**config.mk**
```make
export PLATFORM = sky130hd
export DESIGN_NAME = uic_device_flat
export DESIGN_NICKNAME = d
export VERILOG_FILES = /design/src/hw/uic_pkg.sv /design/src/hw/uic_bus_if.sv /design/src/hw/uic_device.sv /design/src/flat_wrapper.sv
export VERILOG_INCLUDE_DIRS = /design/src /design/src/hw
export SDC_FILE = /design/constraint.sdc
export NUM_CORES = 1
export LEC_CHECK = 0
export BUFFER_PORTS_ARGS = -buffer_cell sky130_fd_sc_hd__buf_4
export CAP_MARGIN = 20
export CORE_MARGIN = 3
export CORE_UTILIZATION = 35
export DETAILED_ROUTE_END_ITERATION = 6
export HOLD_SLACK_MARGIN = 0.08
export MAX_ROUTING_LAYER = met4
export PLACE_DENSITY_LB_ADDON = 0.1
export SLEW_MARGIN = 25
export SYNTH_ARGS = -nofsm -noshare
export SYNTH_HDL_FRONTEND = slang
export SYNTH_SLANG_ARGS = --single-unit
```
**constraint.sdc**
```tcl
create_clock -name clk -period 2.3 [get_ports clk]
set_clock_uncertainty 0.15 [all_clocks]
set_input_delay 0.345 -clock clk [delete_from_list [all_inputs] [get_ports clk]]
set_output_delay 0.345 -clock clk [all_outputs]
set_load 0.02 [all_outputs]
```
**src/hw/uic_consts.svh**
```systemverilog
// constants for the uart interrupt and fifo control block
// assumes inclusion by bare name from hw/ files
`ifndef UIC_CONSTS_SVH
`define UIC_CONSTS_SVH
`define UIC_OFS_MASK 3'h1
`define UIC_OFS_SOURCE 3'h2
`define UIC_OFS_SETUP 3'h2
`define UIC_OFS_LINE 3'h5
`define UIC_OFS_MODEM 3'h6
`define UIC_OFS_HOLD 3'h0
`define UIC_MASK_RXD 0
`define UIC_MASK_TXR 1
`define UIC_MASK_LINE 2
`define UIC_MASK_MODEM 3
`define UIC_MASK_SPECIAL 5
`define UIC_MASK_WMASK 8'h2f
`define UIC_SETUP_EN 0
`define UIC_SETUP_RXRST 1
`define UIC_SETUP_TXRST 2
`define UIC_SETUP_TRIG_LO 6
`define UIC_SETUP_TRIG_HI 7
`define UIC_CODE_LINE 4'h6
`define UIC_CODE_TMO 4'hc
`define UIC_CODE_RXD 4'h4
`define UIC_CODE_TXR 4'h2
`define UIC_CODE_MODEM 4'h0
`define UIC_CODE_NONE 4'h1
`define UIC_TRIG0 5'h01
`define UIC_TRIG1 5'h04
`define UIC_TRIG2 5'h08
`define UIC_TRIG3 5'h0e
`define UIC_TMO_CHARS 4
`define UIC_TMO_BITS 12
`define UIC_CHAR_BITS 10
`define UIC_CHAR_BITS_MIN 7
`define UIC_CHAR_BITS_MAX 12
`define UIC_RDATA_RST 8'h01
`define UIC_CMD_ADDR_HI 2
`define UIC_CMD_DIR 3
`define UIC_CMD_DATA_LO 4
`define UIC_CMD_DATA_HI 11
`define UIC_APB_CTRL 12'h000
`define UIC_APB_STAT 12'h004
`define UIC_APB_DATA 12'h008
`endif

```
**src/hw/uic_pkg.sv**
```systemverilog
// types shared by the uart interrupt and fifo control ends
// assumes nothing beyond a systemverilog compiler
package uic_pkg;
	typedef logic [2:0] uic_addr_t;
	typedef logic [7:0] uic_byte_t;
	typedef enum logic [1:0] {UIC_IDLE, UIC_RUN, UIC_DONE} uic_host_st_t;
endpackage
```
**src/hw/uic_bus_if.sv**
```systemverilog
// parallel register bus between the uart block and its host
// assumes both ends on the same clk
`timescale 1ns/1ps
`default_nettype none
interface uic_bus_if;
	import uic_pkg::*;
	uic_addr_t addr;
	logic rd;
	logic wr;
	uic_byte_t wdata;
	uic_byte_t rdata;
	logic irq;
	modport dev (input addr, input rd, input wr, input wdata, output rdata, output irq);
	modport host (output addr, output rd, output wr, output wdata, input rdata, input irq);
endinterface
`default_nettype wire

```
**src/hw/uic_device.sv**
```systemverilog
// uart interrupt enable, prioritised source and fifo setup
// assumes host drives one-cycle rd/wr strobes, uart core gives levels
//
// How it works
// - receive data interrupt on data or trigger
// - transmit ready when holding empty or below
// - enabling with holding empty raises it at once
// - line status interrupt on overrun/parity/framing/break
// - overrun immediate, other errors at readout
// - modem interrupt on any delta bit
// - special mode gates source bits and soft-reset/power-down enables
// - all enable bits zero after reset
// - source read shows only highest pending
// - fixed four-bit priority codes
// - timeout after four chars plus twelve bits
// - line condition read clears line interrupt
// - receive interrupt clears below trigger
// - timeout clears when receive fifo empties
// - transmit ready clears by holding write, or by source read while it is shown and holding is no longer empty or below
// - modem interrupt clears only when delta bits drop
// - bit zero low while anything pending
// - special mode shows inverted dma flags
// - bits seven and six show fifo enable
// - setup bit zero enables; others need it
// - receive fifo reset pulse, self clearing
// - transmit fifo reset pulse, self clearing
// - trigger levels 1, 4, 8, 14
//
// Added by the designer: register access over APB and the register offsets.
`timescale 1ns/1ps
`default_nettype none
`include "uic_consts.svh"
module uic_device
#(
	parameter int CHAR_BITS = `UIC_CHAR_BITS
)
(
	input wire logic clk,
	input wire logic srst,
	uic_bus_if.dev bus,
	input wire logic [4:0] rx_level,
	input wire logic rx_holding_full,
	input wire logic tx_holding_empty,
	input wire logic tx_below_trigger,
	input wire logic overrun_now,
	input wire logic [2:0] head_errors,
	input wire logic [3:0] modem_deltas,
	input wire logic bit_tick,
	input wire logic tx_room_flag,
	input wire logic rx_avail_flag,
	output logic fifo_enable,
	output logic rx_fifo_reset,
	output logic tx_fifo_reset,
	output logic soft_reset_en,
	output logic power_down_en
);
	import uic_pkg::*;

	localparam int TMO_BITS = `UIC_TMO_CHARS * CHAR_BITS + `UIC_TMO_BITS;

	// six-bit timeout counter limits the character length
	if (CHAR_BITS < `UIC_CHAR_BITS_MIN || CHAR_BITS > `UIC_CHAR_BITS_MAX)
	begin : g_bad_char_bits
		$error("character length outside what the timeout counter serves");
	end

	logic [7:0] mask_ff;
	logic fifo_en_ff;
	logic [1:0] trig_ff;
	logic rxrst_ff;
	logic txrst_ff;
	logic line_ff;
	logic txr_ff;
	logic tmo_ff;
	logic [5:0] tmo_cnt_ff;
	logic [4:0] trig_lvl;
	logic rxd_src;
	logic line_src;
	logic modem_src;
	logic txr_src;
	logic tmo_src;
	logic [3:0] code;
	logic wr_mask;
	logic wr_setup;
	logic wr_hold;
	logic rd_src;
	logic rd_line;
	logic rd_hold;

	function automatic logic [4:0] trig_of(input logic [1:0] sel);
		case (sel)
			2'h0: trig_of = `UIC_TRIG0;
			2'h1: trig_of = `UIC_TRIG1;
			2'h2: trig_of = `UIC_TRIG2;
			default: trig_of = `UIC_TRIG3;
		endcase
	endfunction

	assign wr_mask = bus.wr && bus.addr == `UIC_OFS_MASK;
	assign wr_setup = bus.wr && bus.addr == `UIC_OFS_SETUP;
	assign wr_hold = bus.wr && bus.addr == `UIC_OFS_HOLD;
	assign rd_src = bus.rd && bus.addr == `UIC_OFS_SOURCE;
	assign rd_line = bus.rd && bus.addr == `UIC_OFS_LINE;
	assign rd_hold = bus.rd && bus.addr == `UIC_OFS_HOLD;

	// enable register
	always_ff @(posedge clk)
	begin
		if (srst)
			mask_ff <= 8'h00;
		else if (wr_mask)
			mask_ff <= bus.wdata & `UIC_MASK_WMASK;
	end

	// fifo setup
	always_ff @(posedge clk)
	begin
		if (srst)
		begin
			fifo_en_ff <= 1'b0;
			trig_ff <= 2'h0;
			rxrst_ff <= 1'b0;
			txrst_ff <= 1'b0;
		end
		else
		begin
			rxrst_ff <= 1'b0;
			txrst_ff <= 1'b0;
			if (wr_setup)
			begin
				fifo_en_ff <= bus.wdata[`UIC_SETUP_EN];
				if (bus.wdata[`UIC_SETUP_EN])
				begin
					trig_ff <= bus.wdata[`UIC_SETUP_TRIG_HI:`UIC_SETUP_TRIG_LO];
					rxrst_ff <= bus.wdata[`UIC_SETUP_RXRST];
					txrst_ff <= bus.wdata[`UIC_SETUP_TXRST];
				end
			end
		end
	end

	assign trig_lvl = fifo_en_ff ? trig_of(trig_ff) : `UIC_TRIG0;

	assign rxd_src = mask_ff[`UIC_MASK_RXD] && (fifo_en_ff ? rx_level >= trig_lvl : rx_holding_full);

	// line status flag, set wins over clear
	always_ff @(posedge clk)
	begin
		if (srst)
			line_ff <= 1'b0;
		else if (overrun_now || (rd_hold && |head_errors))
			line_ff <= 1'b1;
		else if (rd_line)
			line_ff <= 1'b0;
	end
	assign line_src = mask_ff[`UIC_MASK_LINE] && line_ff;

	assign modem_src = mask_ff[`UIC_MASK_MODEM] && |modem_deltas;

	// transmit ready flag
	always_ff @(posedge clk)
	begin
		if (srst)
			txr_ff <= 1'b0;
		else if (wr_hold)
			txr_ff <= 1'b0;
		else if (fifo_en_ff ? tx_below_trigger : tx_holding_empty)
			txr_ff <= 1'b1;
		else if (rd_src && code == `UIC_CODE_TXR)
			txr_ff <= 1'b0;
	end
	assign txr_src = mask_ff[`UIC_MASK_TXR] && txr_ff;

	// receive timeout counter in bit times
	always_ff @(posedge clk)
	begin
		if (srst || rx_level == 5'h00 || rd_hold || rxrst_ff)
		begin
			tmo_cnt_ff <= 6'h00;
			tmo_ff <= 1'b0;
		end
		else if (bit_tick && !tmo_ff)
		begin
			if (tmo_cnt_ff == 6'(TMO_BITS - 1))
				tmo_ff <= 1'b1;
			else
				tmo_cnt_ff <= tmo_cnt_ff + 6'h01;
		end
	end
	assign tmo_src = mask_ff[`UIC_MASK_RXD] && fifo_en_ff && tmo_ff;

	// priority encode
	always_comb
	begin
		if (line_src)
			code = `UIC_CODE_LINE;
		else if (tmo_src)
			code = `UIC_CODE_TMO;
		else if (rxd_src)
			code = `UIC_CODE_RXD;
		else if (txr_src)
			code = `UIC_CODE_TXR;
		else if (modem_src)
			code = `UIC_CODE_MODEM;
		else
			code = `UIC_CODE_NONE;
	end

	// read data mux
	always_ff @(posedge clk)
	begin
		if (srst)
			bus.rdata <= `UIC_RDATA_RST;
		else if (bus.rd && bus.addr == `UIC_OFS_MASK)
			bus.rdata <= mask_ff;
		else if (rd_src)
			bus.rdata <= {{2{fifo_en_ff}},
				mask_ff[`UIC_MASK_SPECIAL] & ~rx_avail_flag,
				mask_ff[`UIC_MASK_SPECIAL] & ~tx_room_flag, code};
		else if (bus.rd)
			bus.rdata <= 8'h00;
	end

	assign bus.irq = code != `UIC_CODE_NONE;
	assign fifo_enable = fifo_en_ff;
	assign rx_fifo_reset = rxrst_ff;
	assign tx_fifo_reset = txrst_ff;
	assign soft_reset_en = mask_ff[`UIC_MASK_SPECIAL];
	assign power_down_en = mask_ff[`UIC_MASK_SPECIAL];
endmodule // uic_device
`default_nettype wire

```
**src/flat_wrapper.sv**
```systemverilog
// flat-port wrapper written by rule: the top's interface ports become plain ports
module uic_device_flat import uic_pkg::*;
#(
	parameter int CHAR_BITS = `UIC_CHAR_BITS
)
  (clk, srst, rx_level, rx_holding_full, tx_holding_empty, tx_below_trigger, overrun_now, head_errors, modem_deltas, bit_tick, tx_room_flag, rx_avail_flag, fifo_enable, rx_fifo_reset, tx_fifo_reset, soft_reset_en, power_down_en, bus_addr, bus_rd, bus_wr, bus_wdata, bus_rdata, bus_irq);
  uic_bus_if bus_i ();
  input wire logic clk;
  input wire logic srst;
  input wire logic [4:0] rx_level;
  input wire logic rx_holding_full;
  input wire logic tx_holding_empty;
  input wire logic tx_below_trigger;
  input wire logic overrun_now;
  input wire logic [2:0] head_errors;
  input wire logic [3:0] modem_deltas;
  input wire logic bit_tick;
  input wire logic tx_room_flag;
  input wire logic rx_avail_flag;
  output logic fifo_enable;
  output logic rx_fifo_reset;
  output logic tx_fifo_reset;
  output logic soft_reset_en;
  output logic power_down_en;
  input wire logic [$bits(bus_i.addr)-1:0] bus_addr;
  input wire logic [$bits(bus_i.rd)-1:0] bus_rd;
  input wire logic [$bits(bus_i.wr)-1:0] bus_wr;
  input wire logic [$bits(bus_i.wdata)-1:0] bus_wdata;
  output wire logic [$bits(bus_i.rdata)-1:0] bus_rdata;
  output wire logic [$bits(bus_i.irq)-1:0] bus_irq;
  assign bus_i.addr = bus_addr;
  assign bus_i.rd = bus_rd;
  assign bus_i.wr = bus_wr;
  assign bus_i.wdata = bus_wdata;
  assign bus_rdata = bus_i.rdata;
  assign bus_irq = bus_i.irq;
  uic_device #(.CHAR_BITS(CHAR_BITS)) u_core (.clk(clk), .srst(srst), .bus(bus_i), .rx_level(rx_level), .rx_holding_full(rx_holding_full), .tx_holding_empty(tx_holding_empty), .tx_below_trigger(tx_below_trigger), .overrun_now(overrun_now), .head_errors(head_errors), .modem_deltas(modem_deltas), .bit_tick(bit_tick), .tx_room_flag(tx_room_flag), .rx_avail_flag(rx_avail_flag), .fifo_enable(fifo_enable), .rx_fifo_reset(rx_fifo_reset), .tx_fifo_reset(tx_fifo_reset), .soft_reset_en(soft_reset_en), .power_down_en(power_down_en));
endmodule
```
# Word-level counts from Yosys, hierarchy flattened
# Index checks and enable logic that the tools add are counted.
[classes]
addsub = 1
n_lt_le_gt_ge = 1
eq_ne = 8
n_mux = 16
n_bitwise = 7
n_reduce_logical = 34
[ops]
columns = ["op", "count"]
rows = [
  ["2-to-1 mux 8 bit", 3],
  ["2-to-1 mux 4 bit", 5],
  ["logical AND 1 bit", 16],
  ["one-hot mux 4 bit (3 select lines)", 1],
  ["2-to-1 mux 1 bit", 7],
  ["adder 6 x 1 -> 6 bit (second input constant)", 1],
  ["== test 6 bit (second input constant)", 1],
  ["AND reduction 2 bit", 3],
  ["OR reduction 3 bit", 2],
  ["greater-or-equal comparator 5 bit", 1],
  ["logical NOT 5 bit", 1],
  ["NOT 1 bit", 5],
  ["== test 4 x 2 -> 1 bit (second input constant)", 1],
  ["logical OR 1 bit", 4],
  ["!= test 4 x 1 -> 1 bit (second input constant)", 1],
  ["nonzero test 2 bit", 2],
  ["OR reduction 4 bit", 1],
  ["== test 3 x 1 -> 1 bit (second input constant)", 1],
  ["== test 3 x 2 -> 1 bit (second input constant)", 1],
  ["== test 3 bit (second input constant)", 1],
  ["logical NOT 3 bit", 1],
  ["nonzero test 3 bit", 1],
  ["AND 1 bit", 2],
  ["== test 2 x 1 -> 1 bit (second input constant)", 1],
  ["other kinds (4)", 4],
]
[word_totals]
reg_bits = 27
input_bits = 34
output_inout_bits = 14
word_cells = 77

# Depth between registers and ports, before layout
# Gate-level depths: netlist of the first run.
[depth]
ltp_word = 13
ltp_mapped = 7
depth_no_buf = 6

# Worst setup path before layout of the first run
# Ideal clock, no wire load.
[synth_timing]
kind = "register to output"
from = "register u_core.fifo_en_ff (netlist: u_core.fifo_enable)"
to = "output bus_irq"
arrival_time_ns = 1.620
required_ns = 1.805
setup_slack_ns = 0.185
stages_incl_launch_ff = 8
path_buffers = 1
cell_sequence = "dfxtp_1 buf_2 nand3_1 ha_1 o21ai_0 a21oi_1 o211ai_1 nand2b_1"
[synth_between]
elab_chain_len = 8
elab_cells_between_ends = 10
cone_classes = "order compare (1); eq/ne (1); mux (5); reduce/logical (3)"
[synth_lines]
columns = ["item", "line", "rtl"]
rows = [
  ["start, declared", "uic_device.sv:68", "logic fifo_en_ff;"],
  ["start signal, assigned", "uic_device.sv:131", "fifo_en_ff <= bus.wdata[`UIC_SETUP_EN];"],
  ["2-to-1 mux 4 bit (no line)", "--", ""],
  ["greater-or-equal comparator 5 bit", "uic_device.sv:144", "assign rxd_src = mask_ff[`UIC_MASK_RXD] && (fifo_en_ff ? rx_level >= trig_lvl : rx_holding_full);"],
  ["2-to-1 mux 1 bit", "uic_device.sv:144", ""],
  ["logical AND 1 bit", "uic_device.sv:144", ""],
  ["2-to-1 mux 4 bit", "uic_device.sv:199", "else if (rxd_src)"],
  ["2-to-1 mux 4 bit *", "uic_device.sv:197", "else if (tmo_src)"],
  ["2-to-1 mux 4 bit *", "uic_device.sv:195", "if (line_src)"],
  ["!= test 4 x 1 -> 1 bit (no line) *", "--", ""],
  ["end, declared", "flat_wrapper.sv:30", "output wire logic [$bits(bus_i.irq)-1:0] bus_irq;"],
]
# Every way passes the cells marked *; elsewhere a longest branch is shown, timed or not.

# Final worst setup path of the first run
# Ends and elaborated chain as after synthesis.

==> flow_summary_export.csv, run 1 <==
group,metric,value,unit
route,drc_errors,0,
floorplan,die_area,4800,um^2
place,dp.cells,252,
timing,post-route-period-util,95.8,%
floorplan,start_util,37.2,%
power,combPwrFrac,13.7,%
power,powerDensity,517,nW/um^2
critical_path,cp_slowest_cell,"dfxtp_4",
global_route,antenna_found_initial,0,
timing,setup_viol,0,
layout,layout_commonest_cell,"buf_4",
route,wl_per_cell,13.9,um
floorplan,die_w,69.3,um
route,wl_met3,272,um
critical_path,worst_setup_path_end_kind,"output port",
place,hpwl,2840,um
timing,finalCriticalPeriod,2200,ps
power,seq_power_share,47.7,%
timing,tightestPinTransition,574,ps
logic_synthesis,yosysSeqAreaShare,37.1,%
layout,layout_common_cells,"49 x buf_4, 23 x dfxtp_1, 21 x nor2_1",
global_route,grt_usage,15.2,%
layout,utilization,50.2,%
global_route,grt_max_degree,22,
route,wl_met1,1640,um
route,wl_met2,1650,um
route,drt_iter0_markers,52,
route,vias,1327,
layout,multi_input_area,851,um^2
clock_tree,path_clk_slew,90,ps
route,final_antenna_net_count,0,
timing,hold_viol_final,0,
timing,fin_ws,96.1,ps
floorplan,pin_count,48,
floorplan,coreArea,3770,um^2
timing,timing.hold.ws,152,ps
timing,max-slew-margin-rel,60.8,%
floorplan,rows,22,
critical_path,worstPathArrival,1710,ps
floorplan,die_h,69.3,um
critical_path,path_class,"reg -> out",
global_route,grt_pass1_vias,1260,
run_status,status,"finished, final reports clean",
route,drt_first_pass_iters,4,
global_route,grt_overflow,0,
layout,fill_cells,364,
timing,setup_tns,0,ps
route,via_per_inst,5.14,
power,switching_share,22.2,%
logic_synthesis,syn_avg_cell_area,8.49,um^2
clock_tree,cts_inserted_buffers,3,
critical_path,crit_fanout,6,
route,routed.top_layer,"met4",
logic_synthesis,ys_ff_latch,26,
place,globalplace.congestion,0.798,
timing,drv_slew,0,
place,detailedPlace.worstSlack,185,ps
power,p_switching,217,uW
place,numPortBuffers,46,
critical_path,path_cells,"nand2_1, ha_1, nor3b_2, nand2_1, o211ai_1, nand2b_1, buf_4",
timing,rsz0062_at_grt,"true",
power,internal_power,762,uW
critical_path,crit_top_cell,"nand2_1",
power,peakVddDrop,0.255,mV
layout,nets,250,
clock_tree,cts_tree,"done",
logic_synthesis,syn-num-nets,204,
route,wl,3580,um
power,finalPower,979,uW
layout,seq_area,529,um^2
layout,instances_no_fill,258,
critical_path,startpoint_type,"flop",
power,leakagePower,0.765,nW
logic_synthesis,ys_warn_count,0,
global_route,grt_pass1_wl,5880,um
layout,area_growth,35.2,%
worst_hold_path,hold_class,"in -> reg",
power,clockPowerShare,38.6,%
clock_tree,cts_hold_buffers,0,
clock_tree,cts_sinks,26,
logic_synthesis,postSynthCellCount,165,
clock_tree,clockBufferDepth,2,
run,cap_violations,0,
clock_tree,htree_levels,1,
layout,n_antenna_cell,0,
critical_path,crit_path_max_incr_delay,390,ps
clock_tree,root_buffer,"clkbuf_8",
layout,stdcell_area,1890,um^2
timing,max_freq,0.454,GHz
critical_path,crit_required,1800,ps
clock_tree,worstSkewPairLatency,270,ps
layout,final_layout_size_suffix_gt1_share,31.9,%
place,placedInstanceArea,1770,um^2
logic_synthesis,ys_types,42,
logic_synthesis,syn-cell-area,1400,um^2
==> synth_stat cells (all sizes together) <==
cell type	n	area share [%]
a2111oi	2	1.7
a211o	1	0.63
a21bo	1	0.71
a21o	1	0.54
a21oi	12	4.6
a31oi	4	1.8
and2	1	0.45
and3	1	0.54
and4bb	1	0.89
buf	5	2.1
clkbuf	3	0.80
dfxtp	26	37
ha	5	4.5
inv	4	1.1
mux2	1	0.80
mux2i	8	5.7
nand2	14	3.7
nand2b	8	3.6
nand3	6	2.1
nand4	4	1.8
nand4b	2	1.3
nor2	21	5.6
nor2b	3	1.5
nor3	2	0.71
nor3b	6	3.9
nor4	2	0.89
o211ai	3	1.6
o21a	1	0.54
o21ai	6	2.1
o21bai	1	0.54
o2bb2ai	1	0.63
o41ai	1	0.63
or3	1	0.45
or3b	1	0.63
or4	1	0.54
or4b	1	0.71
xor2	4	2.5
==> state kept, by name (all words and copies together) (netlist names) <==
signal                count
u_core.trig_ff            2
u_core.rx_fifo_reset      1
u_core.txr_ff             1
u_core.fifo_enable        1
u_core.tx_fifo_reset      1
u_core.mask_ff            5
u_core.bus.rdata          7
u_core.tmo_ff             1
u_core.line_ff            1
u_core.tmo_cnt_ff         6
==> timing repair <==
action	4_1_cts	5_1_grt
buffers inserted	1	1
endpoints found under the setup margin	1	1
pin swaps	1	2
endpoints found under the hold margin	0	0
gates resized for setup	3	8
==> path summary, 6_finish.rpt <==
| path | start | to | slack [ps] | cells past startpoint |
|---|---|---|---|---|
| setup / recovery | u_core.fifo_enable | bus_irq | 100 | 7 |
| hold / removal | overrun_now | u_core.line_ff | 150 | 3 |
| setup reg to reg | u_core.fifo_enable | u_core.txr_ff | 370 | 6 |
| hold reg to reg | u_core.bus.rdata[4] | u_core.bus.rdata[4] | 330 | 2 |
==> cell type report <==
class / count / share of cell area, %
Timing Repair Buffer: 49 / 19.4
Clock buffer: 3 / 2.18
Multi-Input combinational cell: 127 / 44.9
Inverter: 4 / 0.793
Clock inverter: 1 / 1.59
Sequential cell: 26 / 27.9
Tap cell: 48 / 3.17
==> routing by layer <==
metal | global-route usage [%] | up-vias
met2 | 23.5 | 46
met5 | - | -
met3 | 4.64 | 2
li1 | - | 683
met1 | 19.5 | 596
met4 | 3.25 | 0
==> logic make-up (layout without fill, tap and decap cells) <==
logic type      Yosys count  after routing  share of synthesized area [%]
xor+xnor                  4              4                           2.50
mux                       9              9                           6.52
compound gates           34             34                           16.0
simple gates             75             75                           29.4
fa+ha+maj                 5              5                           4.46
buf+inv                  12             57                           4.02
flops                    26             26                           37.1
==> power groups by stage <==
stage	clock network [mW]	logic [mW]	registers [mW]
after floorplan	0	0.0609	0.480
after global placement	0	0.127	0.479
after detailed placement	0	0.132	0.480
after CTS	0.388	0.133	0.469
after global routing	0.401	0.148	0.470
final	0.378	0.134	0.467
==> critical path: cells and delay by family, from the launching register on <==
kind,cells,cell delay (ps)
buffers and inverters,1,160
flip-flops,1,390
adder cells (fa/ha/maj),1,180
AO/OA/AOI/OAI,1,260
AND/OR/NAND/NOR,4,460
Note: power is estimated with default switching activity, not from simulation.
==> run 2, diff against run 1 <==
- BUFFER_PORTS_ARGS: -buffer_cell sky130_fd_sc_hd__buf_4 -> default
- DONT_BUFFER_PORTS: default -> 1
==> flow_summary_export.csv, run 2 (synthesis results as in run 1) <==
group,metric,value,unit
clock_tree,cts_sinks,26,
timing,drv_slew,0,
floorplan,die_h,69.3,um
timing,hold_viol_final,0,
route,via_per_inst,5.47,
worst_hold_path,hold_end,"u_core.bus.rdata[1]",
power,clockPowerShare,40.7,%
layout,n_antenna_cell,0,
critical_path,crit_fanout,6,
critical_path,worstPathArrival,1750,ps
layout,area_growth,16.4,%
clock_tree,path_clk_slew,90,ps
layout,largest_reg_flops,7,
power,p_switching,201,uW
power,internal_power,735,uW
power,leakagePower,0.576,nW
layout,largest-register,"u_core.bus.rdata",
clock_tree,cts_tree,"done",
clock_tree,cts_inserted_buffers,3,
route,drc_errors,0,
layout,final_layout_size_suffix_gt1_share,11.6,%
layout,fill_cells,369,
power,switching_share,21.5,%
route,drt_first_pass_iters,4,
floorplan,die_w,69.3,um
timing,max-slew-margin-rel,53.8,%
worst_hold_path,worstHoldPathCells,2,
critical_path,path_class,"reg -> out",
worst_hold_path,hold_start,"srst",
layout,utilization,43.3,%
timing,finalCriticalPeriod,2250,ps
timing,fin_ws,51.6,ps
power,peakVddDrop,0.298,mV
timing,max_freq,0.445,GHz
global_route,grt_pass1_wl,5780,um
timing,setup_viol,0,
route,final_antenna_net_count,0,
floorplan,coreArea,3770,um^2
global_route,grt_overflow,0,
critical_path,r2r_slack,310,ps
place,hpwl,2620,um
route,wl_per_cell,15.7,um
route,drt_iter0_markers,56,
global_route,antenna_found_initial,0,
timing,post-route-period-util,97.8,%
place,numPortBuffers,0,
route,vias,1208,
timing,rsz0062_at_grt,"true",
critical_path,r2r_end,"u_core.bus.rdata[1]",
clock_tree,root_buffer,"clkbuf_8",
layout,layout_common_cells,"23 x dfxtp_1, 21 x nor2_1, 14 x nand2_1",
clock_tree,worstSkewPairLatency,270,ps
global_route,grt_pass1_vias,1171,
run_status,status,"finished, final reports clean",
timing,tightestPinTransition,690,ps
worst_hold_path,hold_class,"in -> reg",
floorplan,die_area,4800,um^2
layout,reg_top3,"u_core.bus.rdata x7, u_core.tmo_cnt_ff x6, u_core.mask_ff x5",
layout,layout_commonest_cell,"dfxtp_1",
power,powerDensity,573,nW/um^2
route,wl,3470,um
floorplan,rows,22,
floorplan,start_util,37.2,%
critical_path,reg2reg_depth,6,
power,seq_power_share,50.5,%
place,detailedPlace.worstSlack,195,ps
run,cap_violations,0,
clock_tree,clockBufferDepth,2,
global_route,grt_max_degree,19,
timing,timing.hold.ws,86.6,ps
layout,nets,213,
critical_path,worst_setup_path_end_kind,"output port",
critical_path,startpoint_type,"flop",
critical_path,r2r_start,"u_core.fifo_enable",
place,globalplace.congestion,0.774,
power,combPwrFrac,8.9,%
global_route,grt_usage,15.1,%
critical_path,crit_required,1800,ps
clock_tree,htree_levels,1,
floorplan,pin_count,48,
timing,setup_tns,0,ps
[run 2: changes by cell type in the layout (fill, tap and decap cells not counted)]
cell,delta
buf_4,-46
dlygate4sd3_1,+9
dfxtp_2,+1
dfxtp_4,-1
nand3_1,+1
nand3_2,-1
[run 2: timing repair]
action | in CTS | in global routing
endpoints found under the setup margin | 1 | 1
cloned | 0 | 0
setup buffers | 1 | 0
hold buffers | 9 | 0
pin swaps | 1 | 4
gates resized for setup | 3 | 6
endpoints found under the hold margin | 18 | 0
[run 2: area by class of cell]
class	instances	area, um^2	area share (%)
clock inverter	1	30.0	1.84
tap	48	60.1	3.68
sequential	26	527	32.3
inverter	4	15.0	0.920
timing repair buffer	12	113	6.90
clock buffer	3	41.3	2.53
multi-input combinational	127	846	51.8
[run 2: stage by stage]
step / total power, mW / instance area [um^2] / instances
2_1_floorplan: 0.541 / 1400 / 165
3_3_place_gp: 0.545 / 1440 / 207
3_5_place_dp: 0.547 / 1440 / 207
4_1_cts: 0.949 / 1610 / 221
5_1_grt: 0.979 / 1630 / 221
6_report: 0.935 / 1630 / 221
[run 2: critical path: stages, from the launching register on]
cell      delay (ps)
dfxtp_4          390
nand3_1          140
ha_4             250
o21ai_1          120
a21oi_1           60
o211ai_1         310
nand2b_1         230
[run 2: power groups by stage]
| stage | sequential (mW) | combinational (mW) | clock [mW] |
|---|---|---|---|
| floorplan | 0.480 | 0.0609 | 0 |
| global placement | 0.482 | 0.0621 | 0 |
| detailed placement | 0.483 | 0.0642 | 0 |
| CTS | 0.473 | 0.0822 | 0.395 |
| global route | 0.474 | 0.0938 | 0.411 |
| finish | 0.472 | 0.0830 | 0.380 |
[run 2: how the worst max path moves through the flow]
| stage | cells past startpoint | end | startpoint | slack (ps) |
|---|---|---|---|---|
| after floorplan | 7 | bus_irq | u_core.fifo_enable | 190 |
| after global placement | 6 | bus_irq | u_core.fifo_enable | 250 |
| after detailed placement | 6 | bus_irq | u_core.fifo_enable | 190 |
| after CTS | 6 | bus_irq | u_core.fifo_enable | 7 |
| after global routing | 6 | bus_irq | u_core.fifo_enable | -70 |
| final | 6 | bus_irq | u_core.fifo_enable | 50 |
[run 2: metal layers]
metal  track usage, %  wire length, um
met5                -                0
met4             5.21               24
met3             4.93              286
met2             22.0             1490
met1             19.6             1670
==> run 3, diff against run 2 <==
- CTS_BUF_LIST: default -> sky130_fd_sc_hd__clkbuf_16
- CTS_CLUSTER_DIAMETER: default -> 200
==> flow_summary_export.csv, run 3 (synthesis results as in run 1) <==
group,metric,value,unit
layout,nets,206,
global_route,grt_max_degree,19,
power,peakVddDrop,0.375,mV
clock_tree,path_clk_slew,70,ps
timing,max-slew-margin-rel,53.2,%
timing,tightestPinTransition,699,ps
worst_hold_path,hold_end,"u_core.mask_ff[1]",
critical_path,r2r_end,"u_core.bus.rdata[1]",
global_route,grt_usage,14.7,%
timing,hold_viol_final,0,
clock_tree,cts_inserted_buffers,3,
critical_path,worstPathArrival,1730,ps
critical_path,path_buf_inv,0,
timing,finalCriticalPeriod,2230,ps
run_status,status,"finished, final reports clean",
layout,reg_top3,"u_core.bus.rdata x7, u_core.tmo_cnt_ff x6, u_core.mask_ff x5",
clock_tree,worstSkewPairLatency,260,ps
floorplan,die_h,69.3,um
place,dp.cells,207,
clock_tree,htree_levels,1,
timing,setup_tns,0,ps
layout,largest-register,"u_core.bus.rdata",
floorplan,die_area,4800,um^2
critical_path,reg2reg_depth,6,
clock_tree,cts_tree,"done",
route,drt_iter0_markers,51,
route,wl,3480,um
floorplan,die_w,69.3,um
floorplan,coreArea,3770,um^2
layout,n_antenna_cell,0,
layout,layout_commonest_cell,"dfxtp_1",
critical_path,path_cells,"nand3_1, ha_4, o21ai_1, a21oi_1, o211ai_1, nand2b_1",
layout,area_growth,13.8,%
critical_path,crit_path_max_incr_delay,380,ps
timing,rsz0062_at_grt,"true",
timing,drv_slew,0,
layout,final_layout_size_suffix_gt1_share,12.0,%
power,leakagePower,0.559,nW
global_route,grt_pass1_wl,5680,um
critical_path,r2r_slack,310,ps
route,drc_errors,0,
critical_path,startpoint_type,"flop",
critical_path,crit_fanout,6,
run,cap_violations,0,
critical_path,path_class,"reg -> out",
global_route,grt_overflow,0,
timing,post-route-period-util,96.8,%
timing,setup_viol,0,
place,hpwl,2620,um
critical_path,path_delay_family,"compound AO/OA/AOI/OAI gates",
critical_path,r2r_start,"u_core.fifo_enable",
layout,layout_common_cells,"23 x dfxtp_1, 21 x nor2_1, 14 x nand2_1",
power,powerDensity,662,nW/um^2
route,final_antenna_net_count,0,
route,drt_first_pass_iters,4,
route,wl_per_cell,16.3,um
route,vias,1175,
clock_tree,root_buffer,"clkbuf_16",
clock_tree,cts_sinks,26,
worst_hold_path,hold_class,"in -> reg",
power,finalPower,1.06,mW
floorplan,rows,22,
worst_hold_path,hold_start,"bus_wdata[1]",
place,numPortBuffers,0,
place,detailedPlace.worstSlack,195,ps
place,globalplace.congestion,0.774,
route,via_per_inst,5.49,
worst_hold_path,worstHoldPathCells,2,
layout,instances_no_fill,214,
global_route,antenna_found_initial,0,
clock_tree,clockBufferDepth,2,
layout,largest_reg_flops,7,
floorplan,pin_count,48,
timing,max_freq,0.449,GHz
critical_path,crit_required,1800,ps
global_route,grt_pass1_vias,1159,
floorplan,start_util,37.2,%
layout,fill_cells,374,
critical_path,cp_slowest_cell,"dfxtp_4",
timing,fin_ws,73.1,ps
critical_path,worst_setup_path_end_kind,"output port",
run 3: cell count changes in the layout (fill, tap and decap cells not counted):
cell	before	now
dlygate4sd3_1	9	2
clkbuf_16	0	3
clkbuf_8	3	0
run 3: metrics by stage:
stage	cell area, um^2	utilization (%)	hold slack [ps]
final	1600	42.3	85.9
after global placement	1440	38.1	268
after detailed placement	1440	38.1	270
after CTS	1570	41.7	87.5
after global routing	1600	42.3	94.4
after floorplan	1400	-	312
run 3: area by class of cell:
cell class / count / area [um^2] / area share (%)
Clock inverter: 1 / 30.0 / 1.88
Inverter: 4 / 15.0 / 0.941
Clock buffer: 3 / 75.1 / 4.71
Sequential cell: 26 / 527 / 33.0
Multi-Input combinational cell: 127 / 846 / 53.0
Tap cell: 48 / 60.1 / 3.76
Timing Repair Buffer: 5 / 42.5 / 2.67
run 3: routing by layer:
| metal | share of wire, % | GRT usage [%] | vias to the layer above |
|---|---|---|---|
| met5 | 0 | - | - |
| met4 | 1.1 | 3.25 | 0 |
| met3 | 9.0 | 5.36 | 6 |
| met2 | 43 | 22.1 | 42 |
| met1 | 47 | 18.9 | 536 |
| li1 | - | - | 591 |
run 3: worst max-delay path by stage:
stage	startpoint	end	slack, ps	cells past startpoint
2_1_floorplan	u_core.fifo_enable	bus_irq	190	7
3_3_place_gp	u_core.fifo_enable	bus_irq	250	6
3_5_place_dp	u_core.fifo_enable	bus_irq	190	6
4_1_cts	u_core.trig_ff[1]	bus_irq	10	6
5_1_grt	u_core.fifo_enable	bus_irq	-30	6
6_report	u_core.fifo_enable	bus_irq	70	6
run 3: repair_timing:
action                                 in CTS  in global routing
pin swaps                                   1                  4
endpoints found under the hold margin      18                  0
setup buffers                               1                  0
resized for setup                           2                  7
hold buffers                                2                  0
setup endpoints to repair                   1                  1
run 3: report_power, final:
| part | internal, mW | leakage (nW) | total (mW) | switching, mW |
|---|---|---|---|---|
| Sequential | 0.460 | 0.213 | 0.472 | 0.0125 |
| Combinational | 0.0350 | 0.296 | 0.0745 | 0.0395 |
| Clock | 0.346 | 0.0511 | 0.509 | 0.162 |
